**src/rtl/dump_query_params.svh**
```systemverilog
`ifndef DUMP_QUERY_PARAMS_SVH
`define DUMP_QUERY_PARAMS_SVH

// ==========================================================================
// Register map (byte addresses on the register bus).
// ==========================================================================
`define ADDR_BUS_CFG     4'h0
`define ADDR_FUNC_CFG    4'h4
`define ADDR_STATUS      4'h8
`define ADDR_DUMP_COUNT  4'hC
`define BUS_CFG_RESET    32'h0000_000A
`define SEP_LSB          0
`define SVC_MASK_LSB     8
`define END_ID_BIT       16
`define TRIG_BIT         17
`define RESP_OKAY        2'b00
`define RESP_SLVERR      2'b10

// ==========================================================================
// Output mode codes and command codes from the command parser.
// ==========================================================================
`define OUT_MODE_DEFAULT 3'h0
`define OUT_MODE_DUMP    3'h4
`define CMD_OTHER        3'h0
`define CMD_OUT_MODE     3'h1
`define CMD_FUNC_Q       3'h2
`define CMD_MCTL_Q       3'h3
`define CMD_IN1_Q        3'h4
`define CMD_IN2_Q        3'h5
`define CMD_BUS_Q        3'h6

// ==========================================================================
// Dump frame layout and characters.
// ==========================================================================
`define DUMP_CHARS       4'hE
`define DUMP_LAST_IDX    4'hD
`define HALF_DIGITS      6
`define MEAS_RATE_MIN    100
`define CLK_HZ           50000000

`endif

```
**src/rtl/dump_query_pkg.sv**
```systemverilog
package dump_query_pkg;
	typedef enum logic [3:0] {
		FN_FREQ_A, FN_FREQ_C, FN_PER, FN_TIME, FN_TOTG, FN_TOTS,
		FN_TOT_BUS, FN_RATIO, FN_VMAX, FN_VMIN
	} meas_func_t;
	typedef enum logic [2:0] {
		SC_ONE, SC_SIXTY, SC_256, SC_TENTH, SC_TEN
	} scale_t;
	typedef enum {TX_IDLE, TX_DUMP, TX_LINE, TX_SEP} tx_state_t;
endpackage

```
**src/rtl/fast_dump_query.sv**
```systemverilog
// The implementer's own choices: the address map and the AXI4-Lite register port.
`include "dump_query_params.svh"
// Operation
// RULE1 - Dump mode sends raw registers, no calculation
// RULE2 - No dump for voltage or bus-gated totalize
// RULE3 - Untriggered dump starts on output mode 4
// RULE4 - Triggered dump waits for group execute trigger
// RULE5 - Controller waits 70 ms before trigger
// RULE6 - Programming command stops dump at boundary
// RULE7 - Local request never stops dump
// RULE8 - Frame is two letters, twelve hex digits
// RULE9 - Digits form wide register, halves in order
// RULE10 - First letter picks formula from function
// RULE11 - Second letter encodes scale factor
// RULE12 - No end-or-identify with separator in dump
// RULE13 - Query answers use programming command syntax
// RULE14 - Two or three lines, each with separator; the code answers CMD_FUNC_Q with one line
// RULE15 - Measuring held until response done
// RULE16 - Controller puts query last in message
// RULE17 - New message abandons unread response lines
// RULE18 - Local adopts displayed settings only
// RULE19 - Remote keeps settings made in local
// RULE20 - Bus settings survive local and back
// RULE21 - Output mode codes 0 to 4
// RULE22 - Output mode resets to 0 via local
// RULE23 - Hex digits upper case, leading zeros kept
module fast_dump_query
	import dump_query_pkg::*;
(
	input  wire logic        clk_sys,
	input  wire logic        rst,
	input  wire logic        s_axi_awvalid,
	output logic             s_axi_awready,
	input  wire logic [3:0]  s_axi_awaddr,
	input  wire logic        s_axi_wvalid,
	output logic             s_axi_wready,
	input  wire logic [31:0] s_axi_wdata,
	input  wire logic [3:0]  s_axi_wstrb,
	output logic             s_axi_bvalid,
	input  wire logic        s_axi_bready,
	output logic [1:0]       s_axi_bresp,
	input  wire logic        s_axi_arvalid,
	output logic             s_axi_arready,
	input  wire logic [3:0]  s_axi_araddr,
	output logic             s_axi_rvalid,
	input  wire logic        s_axi_rready,
	output logic [31:0]      s_axi_rdata,
	output logic [1:0]       s_axi_rresp,
	input  wire logic        msgStart,
	input  wire logic        cmdValid,
	input  wire logic [2:0]  cmdCode,
	input  wire logic [2:0]  cmdArg,
	input  wire logic        groupTrigger,
	input  wire logic        measBoundary,
	input  wire logic        measDone,
	input  wire logic [47:0] measRaw,
	input  wire logic [2:0]  measScale,
	input  wire logic        goLocal,
	input  wire logic        goRemote,
	input  wire logic [3:0]  panelFunc,
	input  wire logic        panelTrig,
	input  wire logic        fmtValid,
	input  wire logic [7:0]  fmtByte,
	input  wire logic        fmtLast,
	output logic             fmtReady,
	output logic             lineReq,
	output logic [2:0]       lineKind,
	output logic [1:0]       lineIdx,
	output logic [7:0]       txByte,
	output logic             txValid,
	output logic             txEoi,
	input  wire logic        txReady,
	output logic             measHold,
	output logic             oscComp,
	output logic             dumpActive,
	output logic             cmdError
);

	// ======================================================================
	// Helpers.
	// ======================================================================
	function automatic logic [7:0] hexChar(input logic [3:0] n);
		hexChar = (n < 4'hA) ? (8'h30 + {4'h0, n})
		                     : (8'h37 + {4'h0, n}); // RULE23
	endfunction

	function automatic logic [7:0] formulaChar(input meas_func_t f);
		case (f) // RULE10
			FN_FREQ_A: formulaChar = 8'h43;
			FN_FREQ_C: formulaChar = 8'h49;
			FN_PER:    formulaChar = 8'h4A;
			FN_TIME:   formulaChar = 8'h4B;
			FN_RATIO:  formulaChar = 8'h47;
			default:   formulaChar = 8'h46;
		endcase
	endfunction

	function automatic logic [7:0] scaleChar(input logic [2:0] s);
		case (s) // RULE11
			SC_SIXTY: scaleChar = 8'h48;
			SC_256:   scaleChar = 8'h4C;
			SC_TENTH: scaleChar = 8'h4E;
			SC_TEN:   scaleChar = 8'h4F;
			default:  scaleChar = 8'h50;
		endcase
	endfunction

	function automatic logic [1:0] linesOf(input logic [2:0] k);
		case (k) // RULE14
			`CMD_MCTL_Q, `CMD_BUS_Q:   linesOf = 2'd2;
			`CMD_IN1_Q, `CMD_IN2_Q:    linesOf = 2'd3;
			default:                   linesOf = 2'd1;
		endcase
	endfunction

	// ======================================================================
	// Settings state.
	// ======================================================================
	logic [31:0] busCfg_r;
	meas_func_t  func_r;
	logic [2:0]  outMode_r;
	logic        local_r;
	logic        dumpArmed_r;
	logic        dumpRun_r;
	logic        stopPend_r;
	logic [31:0] dumpCount_r;
	tx_state_t   txState_r;
	logic [3:0]  charIdx_r;
	logic [47:0] frame_r;
	logic [7:0]  letterF_r;
	logic [7:0]  letterM_r;
	logic [1:0]  linesLeft_r;
	logic        respBusy_r;
	logic        isQuery;
	logic        wrFire;
	logic        trigMode;
	logic        dumpBlocked;

	assign trigMode = busCfg_r[`TRIG_BIT];
	assign isQuery  = cmdValid && (cmdCode >= `CMD_FUNC_Q);
	assign dumpBlocked = (func_r == FN_VMAX) || (func_r == FN_VMIN)
	                     || (func_r == FN_TOT_BUS);

	// Bus-related settings are only ever touched by software.
	always_ff @(posedge clk_sys or posedge rst) begin
		if (rst) begin
			busCfg_r <= `BUS_CFG_RESET;
		end else if (wrFire && s_axi_awaddr == `ADDR_BUS_CFG) begin
			for (int b = 0; b < 4; b++) begin
				if (s_axi_wstrb[b]) begin
					busCfg_r[b*8 +: 8] <= s_axi_wdata[b*8 +: 8]; // RULE20
				end
			end
		end
	end

	// The displayed function wins on entry to local; on return to remote
	// nothing is restored, so the local choice simply stays.
	always_ff @(posedge clk_sys or posedge rst) begin
		if (rst) begin
			func_r  <= FN_FREQ_A;
			local_r <= 1'b0;
		end else if (goLocal && !dumpRun_r) begin // RULE7
			func_r  <= meas_func_t'(panelFunc); // RULE18
			local_r <= 1'b1;
		end else if (goRemote) begin
			local_r <= 1'b0; // RULE19
		end else if (wrFire && s_axi_awaddr == `ADDR_FUNC_CFG && !local_r
		             && s_axi_wstrb[0]) begin
			func_r <= meas_func_t'(s_axi_wdata[3:0]);
		end
	end

	always_ff @(posedge clk_sys or posedge rst) begin
		if (rst) begin
			outMode_r <= `OUT_MODE_DEFAULT;
			cmdError  <= 1'b0;
		end else begin
			cmdError <= 1'b0;
			if (goRemote && local_r) begin
				outMode_r <= `OUT_MODE_DEFAULT; // RULE22
			end else if (cmdValid && cmdCode == `CMD_OUT_MODE) begin
				if (cmdArg > `OUT_MODE_DUMP
				    || (cmdArg == `OUT_MODE_DUMP && dumpBlocked)) begin
					cmdError <= 1'b1; // RULE2 RULE21
				end else begin
					outMode_r <= cmdArg; // RULE21
				end
			end
		end
	end

	// ======================================================================
	// Dump run control.
	// ======================================================================
	always_ff @(posedge clk_sys or posedge rst) begin
		if (rst) begin
			dumpArmed_r <= 1'b0;
			dumpRun_r   <= 1'b0;
			stopPend_r  <= 1'b0;
		end else begin
			if (cmdValid && cmdCode == `CMD_OUT_MODE
			    && cmdArg == `OUT_MODE_DUMP && !dumpBlocked) begin
				dumpArmed_r <= trigMode; // RULE4
				dumpRun_r   <= !trigMode; // RULE3
				stopPend_r  <= 1'b0;
			end else if (cmdValid && (dumpRun_r || dumpArmed_r)) begin
				stopPend_r <= 1'b1; // RULE6
			end else if (dumpArmed_r && groupTrigger) begin
				dumpArmed_r <= 1'b0;
				dumpRun_r   <= 1'b1; // RULE4
			end else if (stopPend_r && (measBoundary || dumpArmed_r)) begin
				dumpRun_r   <= 1'b0; // RULE6
				dumpArmed_r <= 1'b0;
				stopPend_r  <= 1'b0;
			end
		end
	end

	always_ff @(posedge clk_sys or posedge rst) begin
		if (rst) begin
			dumpActive <= 1'b0;
			oscComp    <= 1'b1;
		end else begin
			dumpActive <= dumpRun_r || dumpArmed_r;
			oscComp    <= !outMode_r[1] && !outMode_r[2]; // RULE2
		end
	end

	// ======================================================================
	// Transmit sequencer: dump frames and query lines share one byte port.
	// ======================================================================
	logic txBusy;
	assign txBusy = txValid && !txReady;

	always_ff @(posedge clk_sys or posedge rst) begin
		if (rst) begin
			txState_r   <= TX_IDLE;
			charIdx_r   <= 4'h0;
			frame_r     <= 48'h0000_0000_0000;
			letterF_r   <= 8'h00;
			letterM_r   <= 8'h00;
			linesLeft_r <= 2'd0;
			respBusy_r  <= 1'b0;
			txValid     <= 1'b0;
			txByte      <= 8'h00;
			txEoi       <= 1'b0;
			lineReq     <= 1'b0;
			lineKind    <= 3'h0;
			lineIdx     <= 2'd0;
			fmtReady    <= 1'b0;
			dumpCount_r <= 32'h0000_0000;
		end else begin
			lineReq <= 1'b0;
			if (txValid && txReady) begin
				txValid <= 1'b0;
				txEoi   <= 1'b0;
			end
			if (msgStart) begin
				// Unread lines are dropped at once; a byte already on the
				// port is withdrawn too, except while a dump frame is in flight, since the controller moved on.
				respBusy_r  <= 1'b0; // RULE17
				linesLeft_r <= 2'd0;
				fmtReady    <= 1'b0;
				if (txState_r != TX_DUMP) begin
					txState_r <= TX_IDLE;
					txValid   <= 1'b0;
					txEoi     <= 1'b0;
				end
			end else begin
				case (txState_r)
					TX_IDLE: begin
						if (isQuery) begin
							respBusy_r  <= 1'b1; // RULE15
							lineKind    <= cmdCode;
							lineIdx     <= 2'd0;
							linesLeft_r <= linesOf(cmdCode); // RULE14
							lineReq     <= 1'b1;
							fmtReady    <= 1'b1;
							txState_r   <= TX_LINE;
						end else if (dumpRun_r && measDone) begin
							frame_r   <= measRaw; // RULE1
							letterF_r <= formulaChar(func_r);
							letterM_r <= scaleChar(measScale);
							charIdx_r <= 4'h0;
							txState_r <= TX_DUMP;
						end
					end
					TX_DUMP: begin
						if (!txBusy) begin
							txValid <= 1'b1;
							txEoi   <= 1'b0; // RULE12
							if (charIdx_r == `DUMP_CHARS) begin
								txByte    <= busCfg_r[`SEP_LSB +: 8];
								txState_r <= TX_IDLE;
								dumpCount_r <= dumpCount_r + 32'h0000_0001;
							end else if (charIdx_r == 4'h0) begin
								txByte <= letterF_r; // RULE8
							end else if (charIdx_r == 4'h1) begin
								txByte <= letterM_r; // RULE8
							end else begin
								txByte  <= hexChar(frame_r[47:44]); // RULE9
								frame_r <= {frame_r[43:0], 4'h0};
							end
							charIdx_r <= charIdx_r + 4'h1;
						end
					end
					TX_LINE: begin
						// Line text comes from the formatter in the same
						// syntax that programming accepts.
						if (fmtReady && fmtValid && !txBusy) begin
							txValid <= 1'b1;
							txByte  <= fmtByte; // RULE13
							txEoi   <= 1'b0;
							if (fmtLast) begin
								fmtReady  <= 1'b0;
								txState_r <= TX_SEP;
							end
						end
					end
					TX_SEP: begin
						if (!txBusy) begin
							txValid     <= 1'b1;
							txByte      <= busCfg_r[`SEP_LSB +: 8]; // RULE14
							txEoi       <= busCfg_r[`END_ID_BIT]
							               && linesLeft_r == 2'd1;
							linesLeft_r <= linesLeft_r - 2'd1;
							if (linesLeft_r == 2'd1) begin
								respBusy_r <= 1'b0;
								txState_r  <= TX_IDLE;
							end else begin
								lineIdx   <= lineIdx + 2'd1;
								lineReq   <= 1'b1;
								fmtReady  <= 1'b1;
								txState_r <= TX_LINE;
							end
						end
					end
					default: txState_r <= TX_IDLE;
				endcase
			end
		end
	end

	// Measuring is held from the cycle after the query until the response is done;
	// a dump frame in flight does not hold it, frame_r keeps the raw result.
	always_ff @(posedge clk_sys or posedge rst) begin
		if (rst) begin
			measHold <= 1'b0;
		end else begin
			measHold <= respBusy_r || isQuery; // RULE15
		end
	end

	// ======================================================================
	// Register bus slave.
	// ======================================================================
	assign wrFire = s_axi_awvalid && s_axi_wvalid && !s_axi_bvalid
	                && !s_axi_awready;

	always_ff @(posedge clk_sys or posedge rst) begin
		if (rst) begin
			s_axi_awready <= 1'b0;
			s_axi_wready  <= 1'b0;
			s_axi_bvalid  <= 1'b0;
			s_axi_bresp   <= `RESP_OKAY;
		end else begin
			s_axi_awready <= wrFire;
			s_axi_wready  <= wrFire;
			if (wrFire) begin
				s_axi_bvalid <= 1'b1;
				s_axi_bresp  <= (s_axi_awaddr == `ADDR_BUS_CFG
				                 || s_axi_awaddr == `ADDR_FUNC_CFG)
				                ? `RESP_OKAY : `RESP_SLVERR;
			end else if (s_axi_bready) begin
				s_axi_bvalid <= 1'b0;
			end
		end
	end

	always_ff @(posedge clk_sys or posedge rst) begin
		if (rst) begin
			s_axi_arready <= 1'b0;
			s_axi_rvalid  <= 1'b0;
			s_axi_rdata   <= 32'h0000_0000;
			s_axi_rresp   <= `RESP_OKAY;
		end else begin
			s_axi_arready <= 1'b0;
			if (s_axi_rvalid && s_axi_rready) begin
				s_axi_rvalid <= 1'b0;
			end else if (s_axi_arvalid && !s_axi_rvalid
			             && !s_axi_arready) begin
				s_axi_arready <= 1'b1;
				s_axi_rvalid  <= 1'b1;
				s_axi_rresp   <= `RESP_OKAY;
				case (s_axi_araddr)
					`ADDR_BUS_CFG:    s_axi_rdata <= busCfg_r;
					`ADDR_FUNC_CFG:   s_axi_rdata <= {28'h000_0000, func_r};
					`ADDR_STATUS:     s_axi_rdata <= {24'h00_0000,
					                  respBusy_r, local_r, stopPend_r,
					                  dumpArmed_r, dumpRun_r, outMode_r};
					`ADDR_DUMP_COUNT: s_axi_rdata <= dumpCount_r;
					default: begin
						s_axi_rdata <= 32'h0000_0000;
						s_axi_rresp <= `RESP_SLVERR;
					end
				endcase
			end
		end
	end

	// ======================================================================
	// Checks.
	// ======================================================================
	property p_untrig_start;
		@(posedge clk_sys) disable iff (rst)
		(cmdValid && cmdCode == `CMD_OUT_MODE && cmdArg == `OUT_MODE_DUMP
		 && !dumpBlocked && !trigMode) |=> dumpRun_r;
	endproperty
	a_untrig_start: assert property (p_untrig_start) // RULE3
		else $error("dump did not start at once");

	property p_trig_wait;
		@(posedge clk_sys) disable iff (rst)
		(dumpArmed_r && !groupTrigger) |=> !dumpRun_r || $past(dumpRun_r);
	endproperty
	a_trig_wait: assert property (p_trig_wait) // RULE4
		else $error("dump ran before trigger");

	property p_blocked;
		@(posedge clk_sys) disable iff (rst)
		(cmdValid && cmdCode == `CMD_OUT_MODE && cmdArg == `OUT_MODE_DUMP
		 && dumpBlocked) |=> cmdError && outMode_r == $past(outMode_r);
	endproperty
	a_blocked: assert property (p_blocked) // RULE2
		else $error("dump accepted for blocked function");

	property p_stop_boundary;
		@(posedge clk_sys) disable iff (rst)
		($fell(dumpRun_r) && !$past(goRemote)) |-> $past(measBoundary);
	endproperty
	a_stop_boundary: assert property (p_stop_boundary) // RULE6
		else $error("dump stopped off a boundary");

	property p_local_keeps;
		@(posedge clk_sys) disable iff (rst)
		(goLocal && dumpRun_r && !stopPend_r) |=> dumpRun_r;
	endproperty
	a_local_keeps: assert property (p_local_keeps) // RULE7
		else $error("local request stopped dump");

	property p_no_eoi_dump;
		@(posedge clk_sys) disable iff (rst)
		(txState_r == TX_DUMP) |=> !txEoi;
	endproperty
	a_no_eoi_dump: assert property (p_no_eoi_dump) // RULE12
		else $error("end-or-identify during dump");

	property p_hold;
		@(posedge clk_sys) disable iff (rst)
		isQuery |=> ##1 measHold;
	endproperty
	a_hold: assert property (p_hold) // RULE15
		else $error("measuring not held after query");

	property p_abandon;
		@(posedge clk_sys) disable iff (rst)
		msgStart |=> !respBusy_r && !fmtReady;
	endproperty
	a_abandon: assert property (p_abandon) // RULE17
		else $error("response not abandoned");

	property p_mode_reset;
		@(posedge clk_sys) disable iff (rst)
		(goRemote && local_r) |=> outMode_r == `OUT_MODE_DEFAULT;
	endproperty
	a_mode_reset: assert property (p_mode_reset) // RULE22
		else $error("output mode not reset");

	property p_first_letter;
		@(posedge clk_sys) disable iff (rst)
		(txState_r == TX_DUMP && charIdx_r == 4'h0 && !txBusy)
		|=> txByte == letterF_r && txValid;
	endproperty
	a_first_letter: assert property (p_first_letter) // RULE8
		else $error("frame does not open with formula letter");

endmodule

```
**config.mk**
```make
export PLATFORM = sky130hd
export DESIGN_NAME = fast_dump_query
export DESIGN_NICKNAME = d
export VERILOG_FILES = /design/src/rtl/dump_query_pkg.sv /design/src/rtl/fast_dump_query.sv
export VERILOG_INCLUDE_DIRS = /design/src /design/src/rtl
export SDC_FILE = /design/constraint.sdc
export NUM_CORES = 1
export LEC_CHECK = 0
export ABC_CLOCK_PERIOD_IN_PS = 7250
export BUFFER_PORTS_ARGS = -buffer_cell sky130_fd_sc_hd__buf_4
export CORE_ASPECT_RATIO = 0.75
export CORE_UTILIZATION = 55
export CTS_CLUSTER_SIZE = 14
export DETAILED_ROUTE_END_ITERATION = 8
export GPL_ROUTABILITY_DRIVEN = 0
export GPL_TIMING_DRIVEN = 0
export PLACE_DENSITY_LB_ADDON = 0.12
export SETUP_SLACK_MARGIN = 0.3
export SKIP_CTS_REPAIR_TIMING = 1
export SYNTH_ARGS = -nofsm -noshare
export SYNTH_HDL_FRONTEND = slang
export SYNTH_SLANG_ARGS = --single-unit
```
**constraint.sdc**
```tcl
create_clock -name clk_sys -period 7.25 [get_ports clk_sys]
set_input_delay 1.0875 -clock clk_sys [delete_from_list [all_inputs] [get_ports clk_sys]]
set_output_delay 1.0875 -clock clk_sys [all_outputs]
set_load 0.02 [all_outputs]
```
== Yosys cells after proc, flatten, opt, wreduce, memory -nomap -nowiden ==
Cells that the tools add are included.
Widths: inputs -> output; s select.

* Equal/unequal tests: 52
* Magnitude comparators: 3
* Reductions and logical operators: 87
* $add $sub $neg: 6
* Mux-type cells: 100
* Bitwise operators: 4

{| class="wikitable"
|+ Operators by type and width
! operator !! number
|-
| $mux 32 || 9
|-
| $mux 48 || 6
|-
| $pmux 32 s4 || 2
|-
| $pmux 48 s2 || 1
|-
| $eq 32x2->1 const B || 2
|-
| $mux 8 || 6
|-
| $mux 1 || 45
|-
| $add 32x1->32 const B || 1
|-
| $eq 32x1->1 const B || 1
|-
| $logic_not 32->1 || 1
|-
| $ne 32x2->1 const B || 1
|-
| $logic_and 1x1->1 || 27
|-
| $ne 3x3->1 const B || 9
|-
| $mux 4 || 6
|-
| $ne 2x2->1 const B || 12
|-
| $pmux 8 s3 || 1
|-
| $eq 4x4->1 const B || 5
|-
| $pmux 4 s5 || 1
|-
| $pmux 5 s4 || 1
|-
| $mux 2 || 9
|-
| $reduce_and 2->1 || 9
|-
| $eq 4x3->1 const B || 4
|-
| $logic_not 4->1 || 4
|-
| $eq 3x3->1 const B || 5
|-
| other kinds (34) || 84
|}

* Output and inout port bits: 62
* Register bits after elaboration: 239
* Word-level logic and storage cells: 288

== Longest topological paths before layout ==
Gate-level depths: netlist (run 1).

* Depth after elaboration: 9
* Depth in mapped cells: 10
* Mapped depth without buffers: 7

== Least setup slack after synthesis (run 1) ==
Ideal clock, no wire load.

* Kind: in2reg
* From: input txReady
* To: register dumpCount_r[20]
* Arrival: 2.332 ns
* Path buffers: 0
* Slack: 4.794 ns
* Stages on the path: 5
* Library setup time: 0.123 ns
* Path through: or2b_1 nand3_2 or2_1 or4_4 xnor2_2

* Longest elaborated chain between the ends: 4

{| class="wikitable"
|+ RTL lines
! item !! RTL line !! text
|-
| from (decl) || fast_dump_query.sv:72 || <nowiki>input wire logic txReady,</nowiki>
|-
| $logic_not 1->1 || fast_dump_query.sv:234 || <nowiki>assign txBusy = txValid && !txReady;</nowiki>
|-
| $logic_and 1x1->1 || fast_dump_query.sv:234 ||
|-
| $not 1->1 (no line) || -- ||
|-
| $reduce_and 4->1 (no line) || -- ||
|-
| to (signal assigned) || fast_dump_query.sv:296 || <nowiki>dumpCount_r <= dumpCount_r + 32'h0000_0001;</nowiki>
|-
| to (decl) || fast_dump_query.sv:126 || <nowiki>logic [31:0] dumpCount_r;</nowiki>
|}

Every way passes these cells.
A chain may end at the register's enable or synchronous reset.

== Worst setup path after layout (run 1) ==
* From: input cmdCode[2]
* To: register frame_r[2]

* Longest elaborated chain between the ends: 4

{| class="wikitable"
|+ RTL lines
! item !! RTL line !! text
|-
| from (decl) || fast_dump_query.sv:51 || <nowiki>input wire logic [2:0] cmdCode,</nowiki>
|-
| $ge 3x2->1 (no line) || -- ||
|-
| $logic_and 1x1->1 || fast_dump_query.sv:140 || <nowiki>assign isQuery = cmdValid && (cmdCode >= `CMD_FUNC_Q);</nowiki>
|-
| $ne 2x2->1 (no line) || -- ||
|-
| $reduce_and 8->1 (no line) || -- ||
|-
| to (signal assigned) || fast_dump_query.sv:282 || <nowiki>frame_r <= measRaw;</nowiki>
|-
| to (signal assigned) || fast_dump_query.sv:303 || <nowiki>frame_r <= {frame_r[43:0], 4'h0};</nowiki>
|-
| to (decl) || fast_dump_query.sv:129 || <nowiki>logic [47:0] frame_r;</nowiki>
|}

Every way passes these cells.

==> metrics.yaml, run 1 <==
floorplanning:
  pin_count: 193
  core_area_um2: 16830
  rows: 41
  initial_core_util: 0.5636
  die_w_um: 153.6
  die_h_um: 115.7
  dieArea_um2: 17780
placement:
  port_buffers: 189
  dpl.hpwl_um: 17830
  pre_cts_slack_ns: 4.016
  dp.cells: 1300
setup_path:
  crit_chain: "buf_4 > o21ai_2 > nand2_1 > nor4_1 > a22o_1"
  path_max_fanout: 7
  r2r_end: "frame_r[2]"
  worstSetupStartpointType: "input pin"
  r2r_start: "txState_r[0]"
  cpMaxStageDelayCell: "nor4_1"
  critPathKind: "input pin to register"
  endpoint_kind: "register"
  reg2regPathDepth: 6
  crit_path_max_incr_delay_ns: 1.14
  worstPathArrival_ns: 3.16
  r2r_slack_ns: 4.59
  cp.required_ns: 7.69
layout:
  area_delta_synth_final_pct: 25.39
  drive_gt1_frac: 0.2807
  regArea_um2: 5034
  fillers: 1251
  layoutNonFillerInstCount: 1337
  antenna_cells: 0
  multi_input_area_um2: 4155
  nets: 1250
route:
  wl_per_cell_um: 17.95
  drc: 0
  ant_nets: 0
  viasPerCell: 5.706
  wirelength_um: 24000
  drt_pre_antenna_iters: 5
  drt_iter0_markers: 524
  routed-via-count: 7629
clock_network:
  clk_latency_ns: 0.50
  path_clk_slew_ns: 0.06
  max-clock-path-buffers: 3
  tritoncts: "built"
  cts-root-buf: "clkbuf_16"
  clkSinkCount: 201
  cts_max_level: 1
  numCtsBuffers: 21
sta:
  hold_viol: 0
  slew_headroom: 0.06832
  rsz0062_at_grt: "false"
  drv_slew: 0
  fmax_mhz: 367.8
  layout_setup_ws_ns: 4.531
  min_period_ns: 2.719
  final.setup_skew_ns: 0.01619
  tightest_slew_ns: 1.385
  setup_viol: 0
  post-route-period-util: 0.3750
synth:
  ys_top_cells_by_area: "dfrtp_1 52%, mux2_2 5.6%, mux2i_1 5.1%"
  yosys.cell_count.top_type: "dfrtp_1"
  synth_top_area_cell: "dfrtp_1"
  yosysTopAreaCellShare: 0.5225
  synthArstFlopShare: 1.000
  synth_edf_count: 0
  ys.flop_type: "dfrtp_1"
  synth_seq_cells: 201
  yosysSeqAreaShare: 0.5308
  syn_area_um2: 9483
  avgSynthCellArea_um2: 10.61
  synthTopCellsByCount: "198 x dfrtp_1, 106 x nand2_1, 82 x nor2_1"
  synth.distinct_cells: 72
  syn-instance-count: 894
  yosysWarnings: 0
worst_hold_path:
  min_path_cells: 1
  whs_endpoint: "letterM_r[6]"
  hold_start: "letterM_r[6]"
  hold_class: "register to register"
global_route:
  grt_usage: 0.2766
  grt_overflow_total: 0
  grt_max_degree: 119
  grt_use_met3: 0.06993
  met1_usage: 0.4285
  met2_usage: 0.3855
  top_usage_layer: "met1"
  grt_pass1_vias: 7225
  antenna_found_initial: 0
  grt_pass1_wl_um: 38510
flow_run:
  maxCapViolCount: 0
status:
  status: "finished clean"
power_and_ir_drop:
  ir_worst_vdd_v: 0.0002435
  p_leak_nw: 5.606
  power_density_nw_per_um2: 339.3
## metal layers
| metal | share of wire | wire length, µm |
|---|---|---|
| met1 | 0.48 | 11620 |
| met4 | 0.019 | 459 |
| met2 | 0.41 | 9799 |
| met3 | 0.089 | 2127 |
| met5 | 0 | 0 |
## layout by cell type (no fill, tap or decap), types with 23 or more instances in the layout
master,count
mux2_2,47
o21ai_0,81
xnor2_1,30
a21oi_1,23
a221oi_1,28
nand2_1,106
dfrtp_1,198
mux2i_1,48
nor2_1,82
buf_4,194
clkbuf_1,27
## area by class of cell
type	count	share of cell area
buffer	46	0.01778
clock buffer	28	0.05062
clock inverter	9	0.006629
inverter	23	0.007892
multi-input combinational	625	0.3495
sequential	201	0.4233
tap	215	0.02262
timing repair buffer	190	0.1216
## where the power goes
group,internal (mW),total (mW),switching (mW)
sequential,1.43,1.64,0.214
clock,0.619,1.06,0.445
combinational,0.593,1.33,0.738
## worst max path at each step
| stage | from | to | slack, ns | cells after the start |
|---|---|---|---|---|
| after floorplan | rst | busCfg_r[0] | 0.69 | 1 |
| after global placement | rst | frame_r[22] | -1.50 | 2 |
| after detailed placement | cmdCode[2] | frame_r[2] | 4.02 | 5 |
| after CTS | cmdCode[2] | frame_r[2] | 4.54 | 5 |
| after global routing | cmdCode[2] | frame_r[0] | 4.46 | 5 |
| final | cmdCode[2] | frame_r[2] | 4.53 | 5 |
## cells by family (layout without fill, tap and decap cells)
logic type / count (synthesis) / in the layout / synth area share
AO/OA/AOI/OAI: 189 / 189 / 0.1306
XOR/XNOR: 36 / 36 / 0.03404
adder cells (fa/ha/maj): 11 / 11 / 0.01451
buffers and inverters: 69 / 296 / 0.03140
flip-flops: 201 / 201 / 0.5308
multiplexers: 99 / 99 / 0.1160
other: 1 / 2 / 0.0003955
AND/OR/NAND/NOR: 288 / 288 / 0.1422
## stage by stage
step                      hold WS, ns  power [mW]  instance area (µm²)  utilization  setup TNS (ns)
after CTS                      0.4777       4.044                11890       0.7066               0
after floorplan                0.3787       2.498                 9487            -               0
after detailed placement       0.4616       2.975                11210       0.6662               0
final                          0.4730       4.034                11890       0.7066               0
after global routing           0.4934       4.279                11890       0.7066               0
after global placement         0.4596       2.943                11170       0.6641         -294.15
## state kept, by name, summed over array words and instances, names as in the netlist, 3 cells and up
signal,count
frame_r,48
s_axi_rdata,32
charIdx_r,4
txByte,8
busCfg_r,32
dumpCount_r,32
outMode_r,3
letterM_r,6
lineKind,3
func_r,4
letterF_r,4
## critical path, delay by kind of cell
family / cells / cell delay [ns]
buffers and inverters: 1 / 0.14
AND/OR/NAND/NOR: 2 / 1.34
AO/OA/AOI/OAI: 2 / 0.59
(Power assumes the default switching activity.)
==> inputs of run 2 (changes only) <==
ABC_AREA = 1   (was not set)
ABC_CLOCK_PERIOD_IN_PS = 2690   (was 7250)
CORE_UTILIZATION = 56   (was 55)
clock period = 2.69 ns   (was 7.25 ns; I/O delays follow)
==> metrics.yaml, run 2 <==
placement:
  place_area_um2: 12140
  pre_cts_slack_ns: 0.6196
  dpl.hpwl_um: 21130
  port_buffers: 185
sta:
  layout_setup_ws_ns: 0.5679
  min_period_ns: 2.122
  post-route-period-util: 0.7889
  tightest_slew_ns: 0.7059
  drv_slew: 0
  final.setup_skew_ns: 0.01746
  fmax_mhz: 471.2
  setup_viol: 0
  hold_viol: 0
  rsz0062_at_grt: "false"
  slew_headroom: 0.5294
route:
  routed-via-count: 9552
  viasPerCell: 5.363
  ant_nets: 0
  drt_pre_antenna_iters: 5
  wl_per_cell_um: 15.84
  drc: 0
  wirelength_um: 28220
  drt_iter0_markers: 760
clock_network:
  path_clk_slew_ns: 0.06
  clk_latency_ns: 0.51
  clkSinkCount: 201
  numCtsBuffers: 21
  max-clock-path-buffers: 3
  tritoncts: "built"
  cts-root-buf: "clkbuf_16"
  cts_max_level: 1
synth:
  synth.distinct_cells: 46
  yosys.cell_count.top_type: "nand2_1"
  synth_edf_count: 0
  yosysTopAreaCellShare: 0.4799
  synth_top_area_cell: "dfrtp_1"
  synth_seq_cells: 201
  yosysWarnings: 0
  ys.flop_type: "dfrtp_1"
  synthTopCellsByCount: "489 x nand2_1, 198 x dfrtp_1, 115 x inv_1"
  syn_area_um2: 10320
  avgSynthCellArea_um2: 7.893
  yosysSeqAreaShare: 0.4876
  synthArstFlopShare: 1.000
  ys_top_cells_by_area: "dfrtp_1 48%, nand2_1 18%, nand3_1 4.3%"
  syn-instance-count: 1308
floorplanning:
  die_w_um: 158.8
  core_area_um2: 17870
  pin_count: 193
  dieArea_um2: 18990
  initial_core_util: 0.5778
  die_h_um: 119.6
  rows: 42
layout:
  largest_reg_flops: 48
  multi_input_area_um2: 4573
  final_core_util: 0.7244
  area_delta_synth_final_pct: 25.37
  fillers: 1461
  regArea_um2: 5034
  top_register: "frame_r"
  nets: 1666
  mostFrequentLayoutCell: "nand2_1"
  drive_gt1_frac: 0.1904
  final_cell_mix: "489 x nand2_1, 198 x dfrtp_1, 191 x buf_4, 114 x inv_1, 96 x nor2_1"
  antenna_cells: 0
  postLayoutCellArea_um2: 12940
global_route:
  grt_overflow_total: 0
  grt_pass1_vias: 8981
  grt_pass1_wl_um: 46490
  antenna_found_initial: 0
  grt_max_degree: 43
  grt_usage: 0.3059
power_and_ir_drop:
  power_density_nw_per_um2: 872.3
  power_mw: 11.29
  p_leak_nw: 6.794
  ir_worst_vdd_v: 0.0004918
setup_path:
  critPathKind: "register to register"
  worstSetupStartpointType: "register"
  cp.required_ns: 3.08
  endpoint_kind: "register"
  worstPathArrival_ns: 2.52
  path_max_fanout: 9
status:
  status: "finished clean"
flow_run:
  maxCapViolCount: 0
worst_hold_path:
  hold_class: "input pin to register"
[run 2: cell types whose count changed after synthesis, moves of 28 or more]
cell      before  now
xnor2_1       30    2
mux2_2        47    3
nand2_1      106  489
nand3_1       20   89
o21ai_1        1   36
inv_1         22  115
a221oi_1      28    0
[run 2: cells by family (layout without fill, tap and decap cells)]
logic type,after synthesis,after routing,synth area share
AND/OR/NAND/NOR,710,710,0.2818
flip-flops,201,201,0.4876
buffers and inverters,164,394,0.06981
AO/OA/AOI/OAI,156,156,0.08593
multiplexers,47,47,0.04593
XOR/XNOR,18,18,0.01527
adder cells (fa/ha/maj),11,11,0.01333
other,1,2,0.0003632
[run 2: layout make-up]
type / count / share of cell area
buffer: 46 / 0.02146
tap: 242 / 0.02340
clock buffer: 28 / 0.04650
clock inverter: 10 / 0.01450
multi-input combinational: 944 / 0.3533
timing repair buffer: 192 / 0.1174
sequential: 201 / 0.3889
inverter: 118 / 0.03451
[run 2: per-layer routing]
layer | vias up | global-route usage | share of wire
met5 | - | 0 | 0
met4 | 0 | 0.06129 | 0.013
met3 | 35 | 0.05669 | 0.096
met2 | 408 | 0.4370 | 0.42
met1 | 4497 | 0.4817 | 0.47
li1 | 4612 | - | -
[run 2: worst paths after layout]
kind	endpoint	slack [ns]	start	cells after the start
max	dumpCount_r[31]	0.57	txState_r[1]	12
min	s_axi_rvalid	0.07	s_axi_rready	2
max reg2reg	dumpCount_r[31]	0.57	txState_r[1]	12
min reg2reg	oscComp	0.44	outMode_r[2]	1
max in group asynchronous	frame_r[22]	1.09	rst	6
min in group asynchronous	s_axi_rresp[1]	0.51	rst	3
[run 2: critical path, cell delays in order (launching register included)]
cell and delay [ns]:
dfrtp_1 0.41, inv_1 0.09, ha_1 0.13, buf_2 0.22, inv_2 0.15, nor2_1 0.21, nand2_4 0.13, nor2_1 0.20
nand2_1 0.17, inv_1 0.14, nand2_1 0.06, nand2_1 0.06, nand2_1 0.04
[run 2: metrics by stage]
| step | cells | setup TNS [ns] | hold WS, ns |
|---|---|---|---|
| after detailed placement | 1742 | 0 | 0.4267 |
| final | 1781 | 0 | 0.07030 |
| after CTS | 1780 | 0 | -0.04239 |
| after global routing | 1781 | 0 | 0.06956 |
| after global placement | 1736 | -309.21 | 0.4207 |
| after floorplan | 1309 | -62.05 | 0.3847 |
[run 2: where the power goes]
part           switching (mW)  total, mW  internal (mW)
Combinational            2.24       3.72           1.48
Clock                    1.25       3.31           2.06
Sequential              0.490       4.26           3.77
Total                    3.98       11.3           7.31
